## config.mk

```make
export PLATFORM = sky130hd
export DESIGN_NAME = mrr_bank
export DESIGN_NICKNAME = d
export VERILOG_FILES = /design/src/rtl/mrr_pkg.sv /design/src/rtl/mrr_result_store.sv /design/src/rtl/mrr_status_sync.sv /design/src/rtl/mrr_bank.sv
export VERILOG_INCLUDE_DIRS = /design/src /design/src/rtl
export SDC_FILE = /design/constraint.sdc
export NUM_CORES = 1
export LEC_CHECK = 0
export BUFFER_PORTS_ARGS = -buffer_cell sky130_fd_sc_hd__buf_4
export CORE_ASPECT_RATIO = 1.5
export CORE_MARGIN = 10
export CORE_UTILIZATION = 55
export CTS_CLUSTER_DIAMETER = 120
export DETAILED_ROUTE_END_ITERATION = 10
export PLACE_DENSITY = 0.77
export SKIP_CTS_REPAIR_TIMING = 1
export SYNTH_ARGS = -nofsm -noshare
export SYNTH_HDL_FRONTEND = slang
export SYNTH_HIERARCHICAL = 1
export SYNTH_SLANG_ARGS = --single-unit
```

## constraint.sdc

```tcl
create_clock -name clk -period 3.1 [get_ports clk]
set_input_delay 0.31 -clock clk [delete_from_list [all_inputs] [get_ports clk]]
set_output_delay 0.31 -clock clk [all_outputs]
set_load 0.02 [all_outputs]
```

## src/rtl/mrr_regs.svh

```systemverilog
/*
  Register offsets, field positions and reset values of the
  measurement result register bank.
  Assumes inclusion by bare name from design files.
*/
`ifndef MRR_REGS_SVH
`define MRR_REGS_SVH

`define MRR_ADDR_OC_THRESH   6'h06
`define MRR_ADDR_CURR_HIGH   6'h10
`define MRR_ADDR_CURR_LOW    6'h11
`define MRR_ADDR_VOLT_HIGH   6'h12
`define MRR_ADDR_VOLT_LOW    6'h13
`define MRR_ADDR_AUX_HIGH    6'h14
`define MRR_ADDR_AUX_LOW     6'h15

`define MRR_OC_THRESH_RESET  8'hff
`define MRR_OC_THRESH_MIN    8'h10
`define MRR_RESULT_RESET     12'h000

`define MRR_BIT_INT          5
`define MRR_BIT_WARN         6

`endif

```

## src/rtl/mrr_pkg.sv

```systemverilog
/*
  Types shared by the measurement result register bank.
  Assumes nothing of its surroundings.
*/
package mrr_pkg;

  typedef logic [11:0] mrr_result_t;
  typedef logic [7:0]  mrr_byte_t;
  typedef logic [5:0]  mrr_addr_t;

  typedef enum logic [1:0]
  {
    MRR_CH_CURR,
    MRR_CH_VOLT,
    MRR_CH_AUX
  } mrr_chan_t;

endpackage : mrr_pkg

```

## src/rtl/mrr_result_store.sv

```systemverilog
/*
  Holds the three 12-bit results, one word per channel, written
  as a whole word so both bytes always come from one conversion.
  Read data come out of a register one cycle after the address.
  Assumes the writer presents a word and channel in one cycle.
*/
`timescale 1ns/1ps
`include "mrr_regs.svh"

module mrr_result_store
(
  input  wire logic                clk,
  input  wire logic                reset_n,
  input  wire logic                wr_en,
  input  wire mrr_pkg::mrr_chan_t  wr_chan,
  input  wire mrr_pkg::mrr_result_t wr_data,
  input  wire mrr_pkg::mrr_chan_t  rd_chan,
  output logic [11:0]              rd_data_q
);

  mrr_pkg::mrr_result_t mem_q [3];
  mrr_pkg::mrr_result_t mem_d [3];
  logic [11:0]          rd_data_d;

  ////////////////////////////////////////////////////////////////////
  // Per-word next value; whole word written at once
  genvar gi;
  generate
    for (gi = 0; gi < 3; gi++)
    begin : g_word
      always_comb
      begin
        mem_d[gi] = mem_q[gi];
        if (wr_en && (int'(wr_chan) == gi))
          mem_d[gi] = wr_data;
      end

      always_ff @(posedge clk)
      begin
        if (!reset_n)
          mem_q[gi] <= `MRR_RESULT_RESET;
        else
          mem_q[gi] <= mem_d[gi];
      end
    end
  endgenerate

  ////////////////////////////////////////////////////////////////////
  // Registered read port
  always_comb
  begin
    case (rd_chan)
      mrr_pkg::MRR_CH_CURR: rd_data_d = mem_q[0];
      mrr_pkg::MRR_CH_VOLT: rd_data_d = mem_q[1];
      mrr_pkg::MRR_CH_AUX:  rd_data_d = mem_q[2];
      default:              rd_data_d = 12'h000;
    endcase
  end

  always_ff @(posedge clk)
  begin
    if (!reset_n)
      rd_data_q <= 12'h000;
    else
      rd_data_q <= rd_data_d;
  end

endmodule : mrr_result_store

```

## src/rtl/mrr_status_sync.sv

```systemverilog
/*
  Two-flop synchroniser for the asynchronous status inputs.
  Assumes inputs come from analog comparators outside clk.
*/
`timescale 1ns/1ps

module mrr_status_sync
(
  input  wire logic       clk,
  input  wire logic       reset_n,
  input  wire logic [6:0] async_in,
  output logic [6:0]      sync_q
);

  logic [6:0] meta_q;
  logic [6:0] meta_d;
  logic [6:0] sync_d;

  ////////////////////////////////////////////////////////////////////
  // First stage read only by the second
  always_comb
  begin
    meta_d = async_in;
    sync_d = meta_q;
  end

  always_ff @(posedge clk)
  begin
    if (!reset_n)
    begin
      meta_q <= 7'h00;
      sync_q <= 7'h00;
    end
    else
    begin
      meta_q <= meta_d;
      sync_q <= sync_d;
    end
  end

endmodule : mrr_status_sync

```

## src/rtl/mrr_bank.sv

```systemverilog
/*
  Measurement result register bank: over-current threshold and
  the three channel results with interrupt and warning flags.
  Assumes a register port already decoded from the serial link
  (address, read strobe, write strobe, byte data), results from
  the ADC sequencer on clk, and asynchronous status levels.
*/
`timescale 1ns/1ps
`include "mrr_regs.svh"

// Notes on behaviour
// - Threshold register is eight bits, read-write, one millivolt per code.
// - Current high byte bits 3:0 carry result bits 11:8.
// - Current low byte, next address, carries result bits 7:0.
// - Current code scales as 1.22 mV over shunt times gain.
// - Voltage high byte bits 3:0 carry result bits 11:8.
// - Voltage low byte carries result bits 7:0.
// - Voltage code scales as 1.22 mV over channel gain.
// - Auxiliary high byte bits 3:0 carry result bits 11:8.
// - Auxiliary low byte carries result bits 7:0.
// - High-byte bit 5 reads inverse of the interrupt pin.
// - Current bit 6 flags over-temperature, under-voltage or over-current.
// - Voltage bit 6 flags over-temperature, under-voltage or over-voltage.
// - Auxiliary bit 6 flags over-temperature or auxiliary under/over.
// - Result registers are read-only and reset to zero.
module mrr_bank
(
  input  wire logic                 clk,
  input  wire logic                 reset_n,
  input  wire mrr_pkg::mrr_addr_t   reg_addr,
  input  wire logic                 reg_rd,
  input  wire logic                 reg_wr,
  input  wire mrr_pkg::mrr_byte_t   reg_wdata,
  input  wire logic                 res_valid,
  input  wire mrr_pkg::mrr_chan_t   res_chan,
  input  wire mrr_pkg::mrr_result_t res_data,
  input  wire logic                 int_pending,
  input  wire logic                 over_temp,
  input  wire logic                 under_volt,
  input  wire logic                 over_curr,
  input  wire logic                 over_volt,
  input  wire logic                 aux_under,
  input  wire logic                 aux_over,
  output logic [7:0]                reg_rdata_q,
  output logic                      reg_rvalid_q,
  output logic [7:0]                oc_thresh_q,
  output logic                      interrupt_out_n_q
);

  logic [7:0]           oc_thresh_d;
  logic [7:0]           reg_rdata_d;
  logic                 reg_rvalid_d;
  logic                 interrupt_out_n_d;
  logic [6:0]           stat_q;
  logic [11:0]          store_rd;
  logic [11:0]          snap_q;
  logic [11:0]          snap_d;
  mrr_pkg::mrr_chan_t   rd_chan;
  logic                 rd_high;
  logic                 rd_low;
  logic                 rd_res_q;
  logic                 rd_res_d;
  logic                 rd_res_high_q;
  logic                 rd_res_high_d;
  logic [7:0]           hold_q;
  logic [7:0]           hold_d;
  logic [7:0]           flags_d;
  logic [7:0]           flags_q;
  logic                 warn_curr;
  logic                 warn_volt;
  logic                 warn_aux;
  mrr_pkg::mrr_chan_t   rd_chan_q;
  mrr_pkg::mrr_chan_t   rd_chan_d;
  logic                 rd_pend_q;
  mrr_pkg::mrr_chan_t   snap_chan_q;
  mrr_pkg::mrr_chan_t   snap_chan_d;

  ////////////////////////////////////////////////////////////////////
  // Status pins arrive from analog comparators, so synchronise
  mrr_status_sync u_sync
  (
    .clk      (clk),
    .reset_n  (reset_n),
    .async_in ({aux_over, aux_under, over_volt, over_curr,
                under_volt, over_temp, int_pending}),
    .sync_q   (stat_q)
  );

  ////////////////////////////////////////////////////////////////////
  // Result words, written whole by the sequencer
  mrr_result_store u_store
  (
    .clk       (clk),
    .reset_n   (reset_n),
    .wr_en     (res_valid),
    .wr_chan   (res_chan),
    .wr_data   (res_data),
    .rd_chan   (rd_chan),
    .rd_data_q (store_rd)
  );

  ////////////////////////////////////////////////////////////////////
  // Address decode onto channel and byte
  always_comb
  begin
    rd_chan = mrr_pkg::MRR_CH_CURR;
    rd_high = 1'b0;
    rd_low  = 1'b0;
    case (reg_addr)
      `MRR_ADDR_CURR_HIGH:
      begin
        rd_chan = mrr_pkg::MRR_CH_CURR;
        rd_high = 1'b1;
      end
      `MRR_ADDR_CURR_LOW:
      begin
        rd_chan = mrr_pkg::MRR_CH_CURR;
        rd_low  = 1'b1;
      end
      `MRR_ADDR_VOLT_HIGH:
      begin
        rd_chan = mrr_pkg::MRR_CH_VOLT;
        rd_high = 1'b1;
      end
      `MRR_ADDR_VOLT_LOW:
      begin
        rd_chan = mrr_pkg::MRR_CH_VOLT;
        rd_low  = 1'b1;
      end
      `MRR_ADDR_AUX_HIGH:
      begin
        rd_chan = mrr_pkg::MRR_CH_AUX;
        rd_high = 1'b1;
      end
      `MRR_ADDR_AUX_LOW:
      begin
        rd_chan = mrr_pkg::MRR_CH_AUX;
        rd_low  = 1'b1;
      end
      default:
      begin
        rd_chan = mrr_pkg::MRR_CH_CURR;
      end
    endcase
  end

  ////////////////////////////////////////////////////////////////////
  // Warning terms per channel and the interrupt pin
  always_comb
  begin
    warn_curr = stat_q[1] | stat_q[2] | stat_q[3];
    warn_volt = stat_q[1] | stat_q[2] | stat_q[4];
    warn_aux  = stat_q[1] | stat_q[5] | stat_q[6];
    interrupt_out_n_d = ~stat_q[0];
  end

  ////////////////////////////////////////////////////////////////////
  // Threshold write; result space has no write path at all
  always_comb
  begin
    oc_thresh_d = oc_thresh_q;
    if (reg_wr && (reg_addr == `MRR_ADDR_OC_THRESH))
      oc_thresh_d = reg_wdata;
  end

  ////////////////////////////////////////////////////////////////////
  // Read pipeline: stage one fetches the word, stage two formats.
  // Reading the high byte snapshots the word, and the low byte of
  // that channel then comes from the snapshot, so a conversion
  // landing between the two reads cannot tear the value.
  always_comb
  begin
    rd_res_d      = reg_rd & (rd_high | rd_low);
    rd_res_high_d = rd_high;
    rd_chan_d     = rd_chan;
    snap_d        = snap_q;
    hold_d        = 8'h00;
    flags_d       = 8'h00;
    snap_chan_d   = snap_chan_q;
    if (reg_rd && (reg_addr == `MRR_ADDR_OC_THRESH))
      hold_d = oc_thresh_q;
    if (reg_rd && rd_high)
    begin
      // Taken from the pin itself so the bit shows the pin as it stood at the read strobe
      flags_d[`MRR_BIT_INT] = ~interrupt_out_n_q;
      case (rd_chan)
        mrr_pkg::MRR_CH_CURR: flags_d[`MRR_BIT_WARN] = warn_curr;
        mrr_pkg::MRR_CH_VOLT: flags_d[`MRR_BIT_WARN] = warn_volt;
        mrr_pkg::MRR_CH_AUX:  flags_d[`MRR_BIT_WARN] = warn_aux;
        default:              flags_d[`MRR_BIT_WARN] = 1'b0;
      endcase
    end
    if (rd_res_q && rd_res_high_q)
    begin
      snap_d      = store_rd;
      snap_chan_d = rd_chan_q;
    end
  end

  ////////////////////////////////////////////////////////////////////
  // Output formatting of the second stage
  always_comb
  begin
    reg_rdata_d  = hold_q;
    reg_rvalid_d = rd_pend_q;
    if (rd_res_q)
    begin
      if (rd_res_high_q)
        reg_rdata_d = {flags_q[7:4], store_rd[11:8]};
      else if (snap_q != store_rd && rd_chan_q == snap_chan_q)
        reg_rdata_d = snap_q[7:0];
      else
        reg_rdata_d = store_rd[7:0];
    end
  end

  ////////////////////////////////////////////////////////////////////
  // Registers of the bank
  always_ff @(posedge clk)
  begin
    if (!reset_n)
    begin
      oc_thresh_q       <= `MRR_OC_THRESH_RESET;
      reg_rdata_q       <= 8'h00;
      reg_rvalid_q      <= 1'b0;
      interrupt_out_n_q <= 1'b1;
      snap_q            <= `MRR_RESULT_RESET;
      rd_res_q          <= 1'b0;
      rd_res_high_q     <= 1'b0;
      hold_q            <= 8'h00;
      flags_q           <= 8'h00;
      rd_chan_q         <= mrr_pkg::MRR_CH_CURR;
      rd_pend_q         <= 1'b0;
      snap_chan_q       <= mrr_pkg::MRR_CH_CURR;
    end
    else
    begin
      oc_thresh_q       <= oc_thresh_d;
      reg_rdata_q       <= reg_rdata_d;
      reg_rvalid_q      <= reg_rvalid_d;
      interrupt_out_n_q <= interrupt_out_n_d;
      snap_q            <= snap_d;
      rd_res_q          <= rd_res_d;
      rd_res_high_q     <= rd_res_high_d;
      hold_q            <= hold_d;
      flags_q           <= flags_d;
      rd_chan_q         <= rd_chan_d;
      rd_pend_q         <= reg_rd;
      snap_chan_q       <= snap_chan_d;
    end
  end
endmodule : mrr_bank

```

# Word level (Yosys, flattened, before mapping)
# Memories as Yosys holds them, arrays and structs flattened.
# Index checks and enable logic that the tools add are counted.
[totals] reg_bits=79 latchBits=0 ram_bits=36 romBits=0 input_bits=40 n_memories=1
[op_classes] n_addsub=0 multipliers=0 div=0 magnitude_cmp=0 n_eq_ne=13 shifts=0 n_mux=16 n_bitwise=12 n_reduce_logical=16
[memory_table] name="u_store.mem_q" words=3 word_bits=12 rd=3 rd_ports_with_merged_regs=0 wr=3 line="mrr_result_store.sv:21" text="mrr_pkg::mrr_result_t mem_q [3];"
[ops] op="$mux W12" n=6
[ops] op="$eq A6 B5 Y1 const B" n=6
[ops] op="$pmux W12 S3" n=1
[ops] op="$mux W8" n=3
[ops] op="$ne A12 B12 Y1" n=1
[ops] op="$or A1 B1 Y1" n=9
[ops] op="$logic_and A1 B1 Y1" n=8
[ops] op="$eq A2 B2 Y1 const B" n=3
[ops] op="$eq A6 B3 Y1 const B" n=1
[ops] op="$reduce_or A3 Y1" n=2
[ops] op="$logic_not A2 Y1" n=2
[ops] op="$mux W1" n=4
[ops] op="$pmux W2 S2" n=1
[ops] op="$reduce_and A2 Y1" n=2
[ops] op="$reduce_or A2 Y1" n=2
[ops] op="$pmux W1 S3" n=1
[ops] op="$eq A2 B1 Y1 const B" n=1
[ops] op="$eq A2 B2 Y1" n=1
[ops] op="$not A1 Y1" n=2
[ops] op="$and A1 B1 Y1" n=1

# Longest topological paths before layout
[logic_depth] depth_word=5 mapped_depth=7 depth_no_buf=5

# Hierarchy
# The synthesis kept the hierarchy.
[modules_own_cells] mod="mrr_bank" n_inst=1 cells_each=224 area_per_inst_um2=2025.7 seq_area_each_um2=940.9
[modules_own_cells] mod="mrr_result_store" n_inst=1 cells_each=175 area_per_inst_um2=1808.0 seq_area_each_um2=960.9
[modules_own_cells] mod="mrr_status_sync" n_inst=1 cells_each=29 area_per_inst_um2=391.6 seq_area_each_um2=280.3

# Least setup slack after synthesis
# OpenSTA, ideal clock, no wires.
[synth_path] kind="input -> register" from="input port reg_addr[5]" to="register u_store.rd_data_q[10]" setup_ns=0.134 arrival_time_ns=1.743 setup_slack_ns=1.223 stages=6 cell_sequence="or3b_4 nor3b_1 clkbuf_1 buf_4 mux2i_1 o22ai_1"
[synth_via] elab_chain_len=5 word_cells_on_any_way=11 classes_between="6 x eq/ne; 2 x mux; 3 x reduce/logical"
[synth_rtl] element="start: declaration" line="mrr_bank.sv:30" text="input wire mrr_pkg::mrr_addr_t reg_addr,"
[synth_rtl] element="$eq A6 B5 Y1" line="mrr_bank.sv:109" text="case (reg_addr)"
[synth_rtl] element="$reduce_or A2 Y1 (no source line)"
[synth_rtl] element="$pmux W2 S2 *" line="mrr_bank.sv:109"
[synth_rtl] element="net rd_chan[1]" line="mrr_bank.sv:58" text="mrr_pkg::mrr_chan_t rd_chan;"
[synth_rtl] element="$eq A2 B2 Y1 (tied with other cells)" line="mrr_result_store.sv:52" text="case (rd_chan)"
[synth_rtl] element="$pmux W12 S3 *" line="mrr_result_store.sv:52"
[synth_rtl] element="end signal: assignment" line="mrr_result_store.sv:65" text="rd_data_q <= rd_data_d;"
[synth_rtl] element="end: declaration" line="mrr_result_store.sv:18" text="output logic [11:0] rd_data_q"
# Mark *: on every way through the listed nets, which the timed path passes. The rest lies on a longest branch.
# A chain may end at the register's enable or synchronous reset.

# Worst setup path after layout
[layout_path] from="register rd_res_q" to="register reg_rdata_q[3]"
[layout_via] elab_chain_len=1
[layout_rtl] element="start: declaration" line="mrr_bank.sv:61" text="logic rd_res_q;"
[layout_rtl] element="start signal: assignment" line="mrr_bank.sv:243" text="rd_res_q <= rd_res_d;"
[layout_rtl] element="$mux W8" line="mrr_bank.sv:206" text="if (rd_res_q)"
[layout_rtl] element="end signal: assignment" line="mrr_bank.sv:239" text="reg_rdata_q <= reg_rdata_d;"
[layout_rtl] element="end: declaration" line="mrr_bank.sv:44" text="output logic [7:0] reg_rdata_q,"
# No other way between the ends.

==> results.md <==
- Multiplexer share of the synthesized area: between 15 and 20%
- Residual antenna-violating net count after detailed routing: 0
- Syn. warnings: 6
- Width of the die: between 90 and 100 µm
- Antenna fix cells: 0
- Clock tree from TritonCTS: yes
- Final Max Tran Viols: 0
- Count of max-cap constraint violations: 0
- Final nets: ~500
- Xor/xnor cell area share of the yosys netlist: 2.90%
- Row Count: 39
- Setup Crit Path Kind: register to register
- Area grow syn2layout: 17.3%
- Wire length of the first global-routing pass: between 10000 and 15000 µm
- Grt ovf: 0
- Initial DRC count: 106
- Slowest cell on the critical path: sky130_fd_sc_hd__dfxtp_1
- Final total negative setup slack: 0 ns
- Post-Synthesis Net Count: approximately 470
- Type of element capturing the critical path: register
- Worst-path maximum fanout: 16
- Complex-gate fraction of the synthesized area: around 7%
- Arithmetic-cell share of the synthesized area counting full adders, half adders and majority gates: 0%
- Pre-antenna DRT Iters: 4
- Routability Congestion: approximately 0.82
- Maximum vdd ir drop: slightly below 0.4 mV
- H-tree level count: 3
- Layout Skew: 0.00536 ns
- Post-route total power: roughly 2.7 mW
- Cell Area, Synth: 0.00423 mm²
- Synthesized flop and latch total: around 110
- Final critical-path required period: between 1.5 and 2 ns
- DRC viols: 0
- RSZ-0062 raised after global routing: no
- Cells along the critical path: nand2_1 > nor2_2 > nand2_1 > mux2_2 > o211ai_1
- Number of port buffers: 57
- Fmax: 583 MHz
- Number of global-route vias before repair: 2955
- Basic-gate share of the synthesized area counting and, or, nand and nor cells: 19.0%
- Skew-Pair Late Insertion Delay: between 0.3 and 0.4 ns
- Die Outline Area: between 0.01 and 0.015 mm²
- Die extent in y: 127 µm
- Share of synthesized area occupied by flip-flops and latches: ~52%
- Pwr per Cell Area: ~540 mW/mm²
- Buffers & Inverters on Critical Path: 0
- Gate count after technology mapping: 428
- CP most frequent cell: sky130_fd_sc_hd__nand2_1
- Average routed wire per standard cell: approximately 14 µm
- Final number of setup-violating endpoints: 0
- Floorplan Core Area: 0.00756 mm²
- Startpoint class of the critical path: register
- Number of vias per cell after detailed routing: 5.06
- Pleak: slightly above 2 nW
- Cell family with the largest share of critical-path delay: simple AND/OR/NAND/NOR gates
- Max clock buf depth: 2
- Req. time, crit path: 3.36 ns
- Fraction of layout cells with a size suffix above 1: 21.5%
- Global router's overall resource usage: between 10 and 15%
- Status: finished, final reports clean
- Root Driver: sky130_fd_sc_hd__clkbuf_16
- Main combinational cell family by area after synthesis: simple AND/OR/NAND/NOR gates
- Unique masters post-synth: 37
- Total CTS buffers: 9
- Average cell area after synthesis: 9.87 µm²
- Maximum number of pins on one net before global-route repair: 52
- Headroom to the max-slew limit: about two fifths
- Number of vias after detailed routing: 2937
- Initial Utilization: 55.9%
- Worst-Margin Slew: ~0.89 ns
- Sum of routed wire length over all layers: between 8000 and 9000 µm
- Initial antenna violation count: 0
- CP max stage delay: ~0.53 ns
- Clock net sink count: around 110
- Number of top-level pins: 58
- Min-Delay Path Class: primary input to register
- Critical path arrival: between 1.5 and 2 ns
- Share of the cycle needed by the critical path after routing: 55.3%
- Clk pin slew, worst setup/hold paths: ~0.07 ns
- Number of hold violations in the final report: 0
- Post-detailed-placement half-perimeter wirelength: ~6000 µm
[flip-flops by register name, summed over array words and instances, names as in the netlist, 2 cells and up]
name,count
u_store/mem_q,36
snap_q,12
flags_q,2
reg_rdata_q,8
u_sync/meta_q,7
u_store/rd_data_q,12
hold_q,8
snap_chan_q,2
rd_chan_q,2
oc_thresh_q,8
u_sync/sync_q,7
[stage by stage]
| stage | hold WS [ns] | util (%) | instance area [µm²] | setup slack (ns) | cells |
|---|---|---|---|---|---|
| floorplan | 0.352 | - | 4230 | 1.22 | 428 |
| global placement | 0.356 | 61.9 | 4680 | 1.12 | 565 |
| detailed placement | 0.363 | 61.9 | 4680 | 1.06 | 565 |
| CTS | 0.140 | 65.5 | 4960 | 1.40 | 581 |
| global route | 0.142 | 65.5 | 4960 | 1.18 | 581 |
| finish | 0.148 | 65.5 | 4960 | 1.39 | 581 |
[worst reg2reg max path, delay by kind of cell (launching register included)]
kind            cells  cell delay (ns)
simple gates        3             0.71
compound gates      1             0.10
flops               1             0.53
mux                 1             0.30
[placed cells by master, fill, tap and decap left out, types with 3 or more instances in the layout]
cell type / n
sky130_fd_sc_hd__and2_1: 14
sky130_fd_sc_hd__nand2_1: 105
sky130_fd_sc_hd__o21ai_0: 6
sky130_fd_sc_hd__and2_2: 12
sky130_fd_sc_hd__o22ai_1: 12
sky130_fd_sc_hd__xnor2_1: 12
sky130_fd_sc_hd__o211ai_1: 4
sky130_fd_sc_hd__nand3b_1: 3
sky130_fd_sc_hd__a2bb2oi_1: 4
sky130_fd_sc_hd__inv_1: 8
sky130_fd_sc_hd__nor2_1: 5
sky130_fd_sc_hd__mux2i_1: 56
sky130_fd_sc_hd__mux2_2: 8
sky130_fd_sc_hd__a21boi_0: 14
sky130_fd_sc_hd__dfxtp_1: 109
sky130_fd_sc_hd__nand3_1: 10
sky130_fd_sc_hd__nand4_1: 3
sky130_fd_sc_hd__clkbuf_16: 9
sky130_fd_sc_hd__buf_4: 60
[metal layers]
layer  track usage [%]  wire (µm)
met4              6.48        169
met3              4.04        321
met1              15.5       3360
met5                 0          0
met2              25.9       4370
[logic make-up after synthesis]
| kind of cell | Yosys count |
|---|---|
| xor gates and xnor gates | 14 |
| AOI/OAI and AO/OA | 43 |
| buffers and inverters | 33 |
| muxes | 65 |
| and+or+nand+nor | 164 |
| DFF | 109 |
[worst paths after layout]
kind,startpoint,endpoint,slack (ns),cells after the start
worst max-delay path,rd_res_q,reg_rdata_q[3],1.39,5
worst min-delay path,reg_addr[0],rd_res_high_q,0.15,2
worst max register to register,rd_res_q,reg_rdata_q[3],1.39,5
worst min register to register,u_sync/sync_q[0],interrupt_out_n_q,0.37,1
[power breakdown]
group	leakage [nW]	switching, mW	total (mW)	internal, mW
Clock	0.136	0.488	1.06	0.568
Sequential	0.885	0.0134	1.44	1.43
Combinational	1.02	0.0787	0.161	0.0826
Total	2.05	0.580	2.66	2.08
[Yosys cell counts]
| library cell | instances | share of area (%) |
|---|---|---|
| sky130_fd_sc_hd__a21boi_0 | 14 | 2.5 |
| sky130_fd_sc_hd__a21o_2 | 1 | 0.21 |
| sky130_fd_sc_hd__a21oi_1 | 1 | 0.12 |
| sky130_fd_sc_hd__a2bb2oi_1 | 4 | 0.83 |
| sky130_fd_sc_hd__and2_1 | 14 | 2.1 |
| sky130_fd_sc_hd__and2_2 | 12 | 2.1 |
| sky130_fd_sc_hd__and3b_1 | 1 | 0.21 |
| sky130_fd_sc_hd__buf_2 | 7 | 0.83 |
| sky130_fd_sc_hd__buf_4 | 3 | 0.53 |
| sky130_fd_sc_hd__buf_6 | 2 | 0.53 |
| sky130_fd_sc_hd__clkbuf_1 | 13 | 1.2 |
| sky130_fd_sc_hd__dfxtp_1 | 109 | 52 |
| sky130_fd_sc_hd__inv_1 | 8 | 0.71 |
| sky130_fd_sc_hd__mux2_1 | 1 | 0.27 |
| sky130_fd_sc_hd__mux2_2 | 8 | 2.1 |
| sky130_fd_sc_hd__mux2i_1 | 56 | 13 |
| sky130_fd_sc_hd__nand2_1 | 105 | 9.3 |
| sky130_fd_sc_hd__nand2b_1 | 2 | 0.30 |
| sky130_fd_sc_hd__nand3_1 | 10 | 1.2 |
| sky130_fd_sc_hd__nand3b_1 | 3 | 0.53 |
| sky130_fd_sc_hd__nand4_1 | 3 | 0.44 |
| sky130_fd_sc_hd__nand4_2 | 1 | 0.30 |
| sky130_fd_sc_hd__nor2_1 | 5 | 0.44 |
| sky130_fd_sc_hd__nor2_2 | 1 | 0.15 |
| sky130_fd_sc_hd__nor3_4 | 1 | 0.39 |
| sky130_fd_sc_hd__nor3b_1 | 1 | 0.18 |
| sky130_fd_sc_hd__nor3b_2 | 1 | 0.30 |
| sky130_fd_sc_hd__nor3b_4 | 1 | 0.44 |
| sky130_fd_sc_hd__nor4_1 | 1 | 0.15 |
| sky130_fd_sc_hd__o211ai_1 | 4 | 0.71 |
| sky130_fd_sc_hd__o21ai_0 | 6 | 0.71 |
| sky130_fd_sc_hd__o22ai_1 | 12 | 1.8 |
| sky130_fd_sc_hd__o31ai_1 | 1 | 0.18 |
| sky130_fd_sc_hd__or3b_1 | 1 | 0.21 |
| sky130_fd_sc_hd__or3b_4 | 1 | 0.27 |
| sky130_fd_sc_hd__xnor2_1 | 12 | 2.5 |
| sky130_fd_sc_hd__xor2_1 | 2 | 0.41 |
[cell type report]
| class | count | area (µm²) |
|---|---|---|
| Inverter | 8 | 30.0 |
| Sequential cell | 109 | 2180 |
| Clock inverter | 5 | 35.0 |
| Multi-Input combinational cell | 286 | 1890 |
| Fill cell | 613 | 2610 |
| Timing Repair Buffer | 60 | 450 |
| Clock buffer | 11 | 243 |
| Tap cell | 102 | 128 |
(Power assumes the default switching activity.)
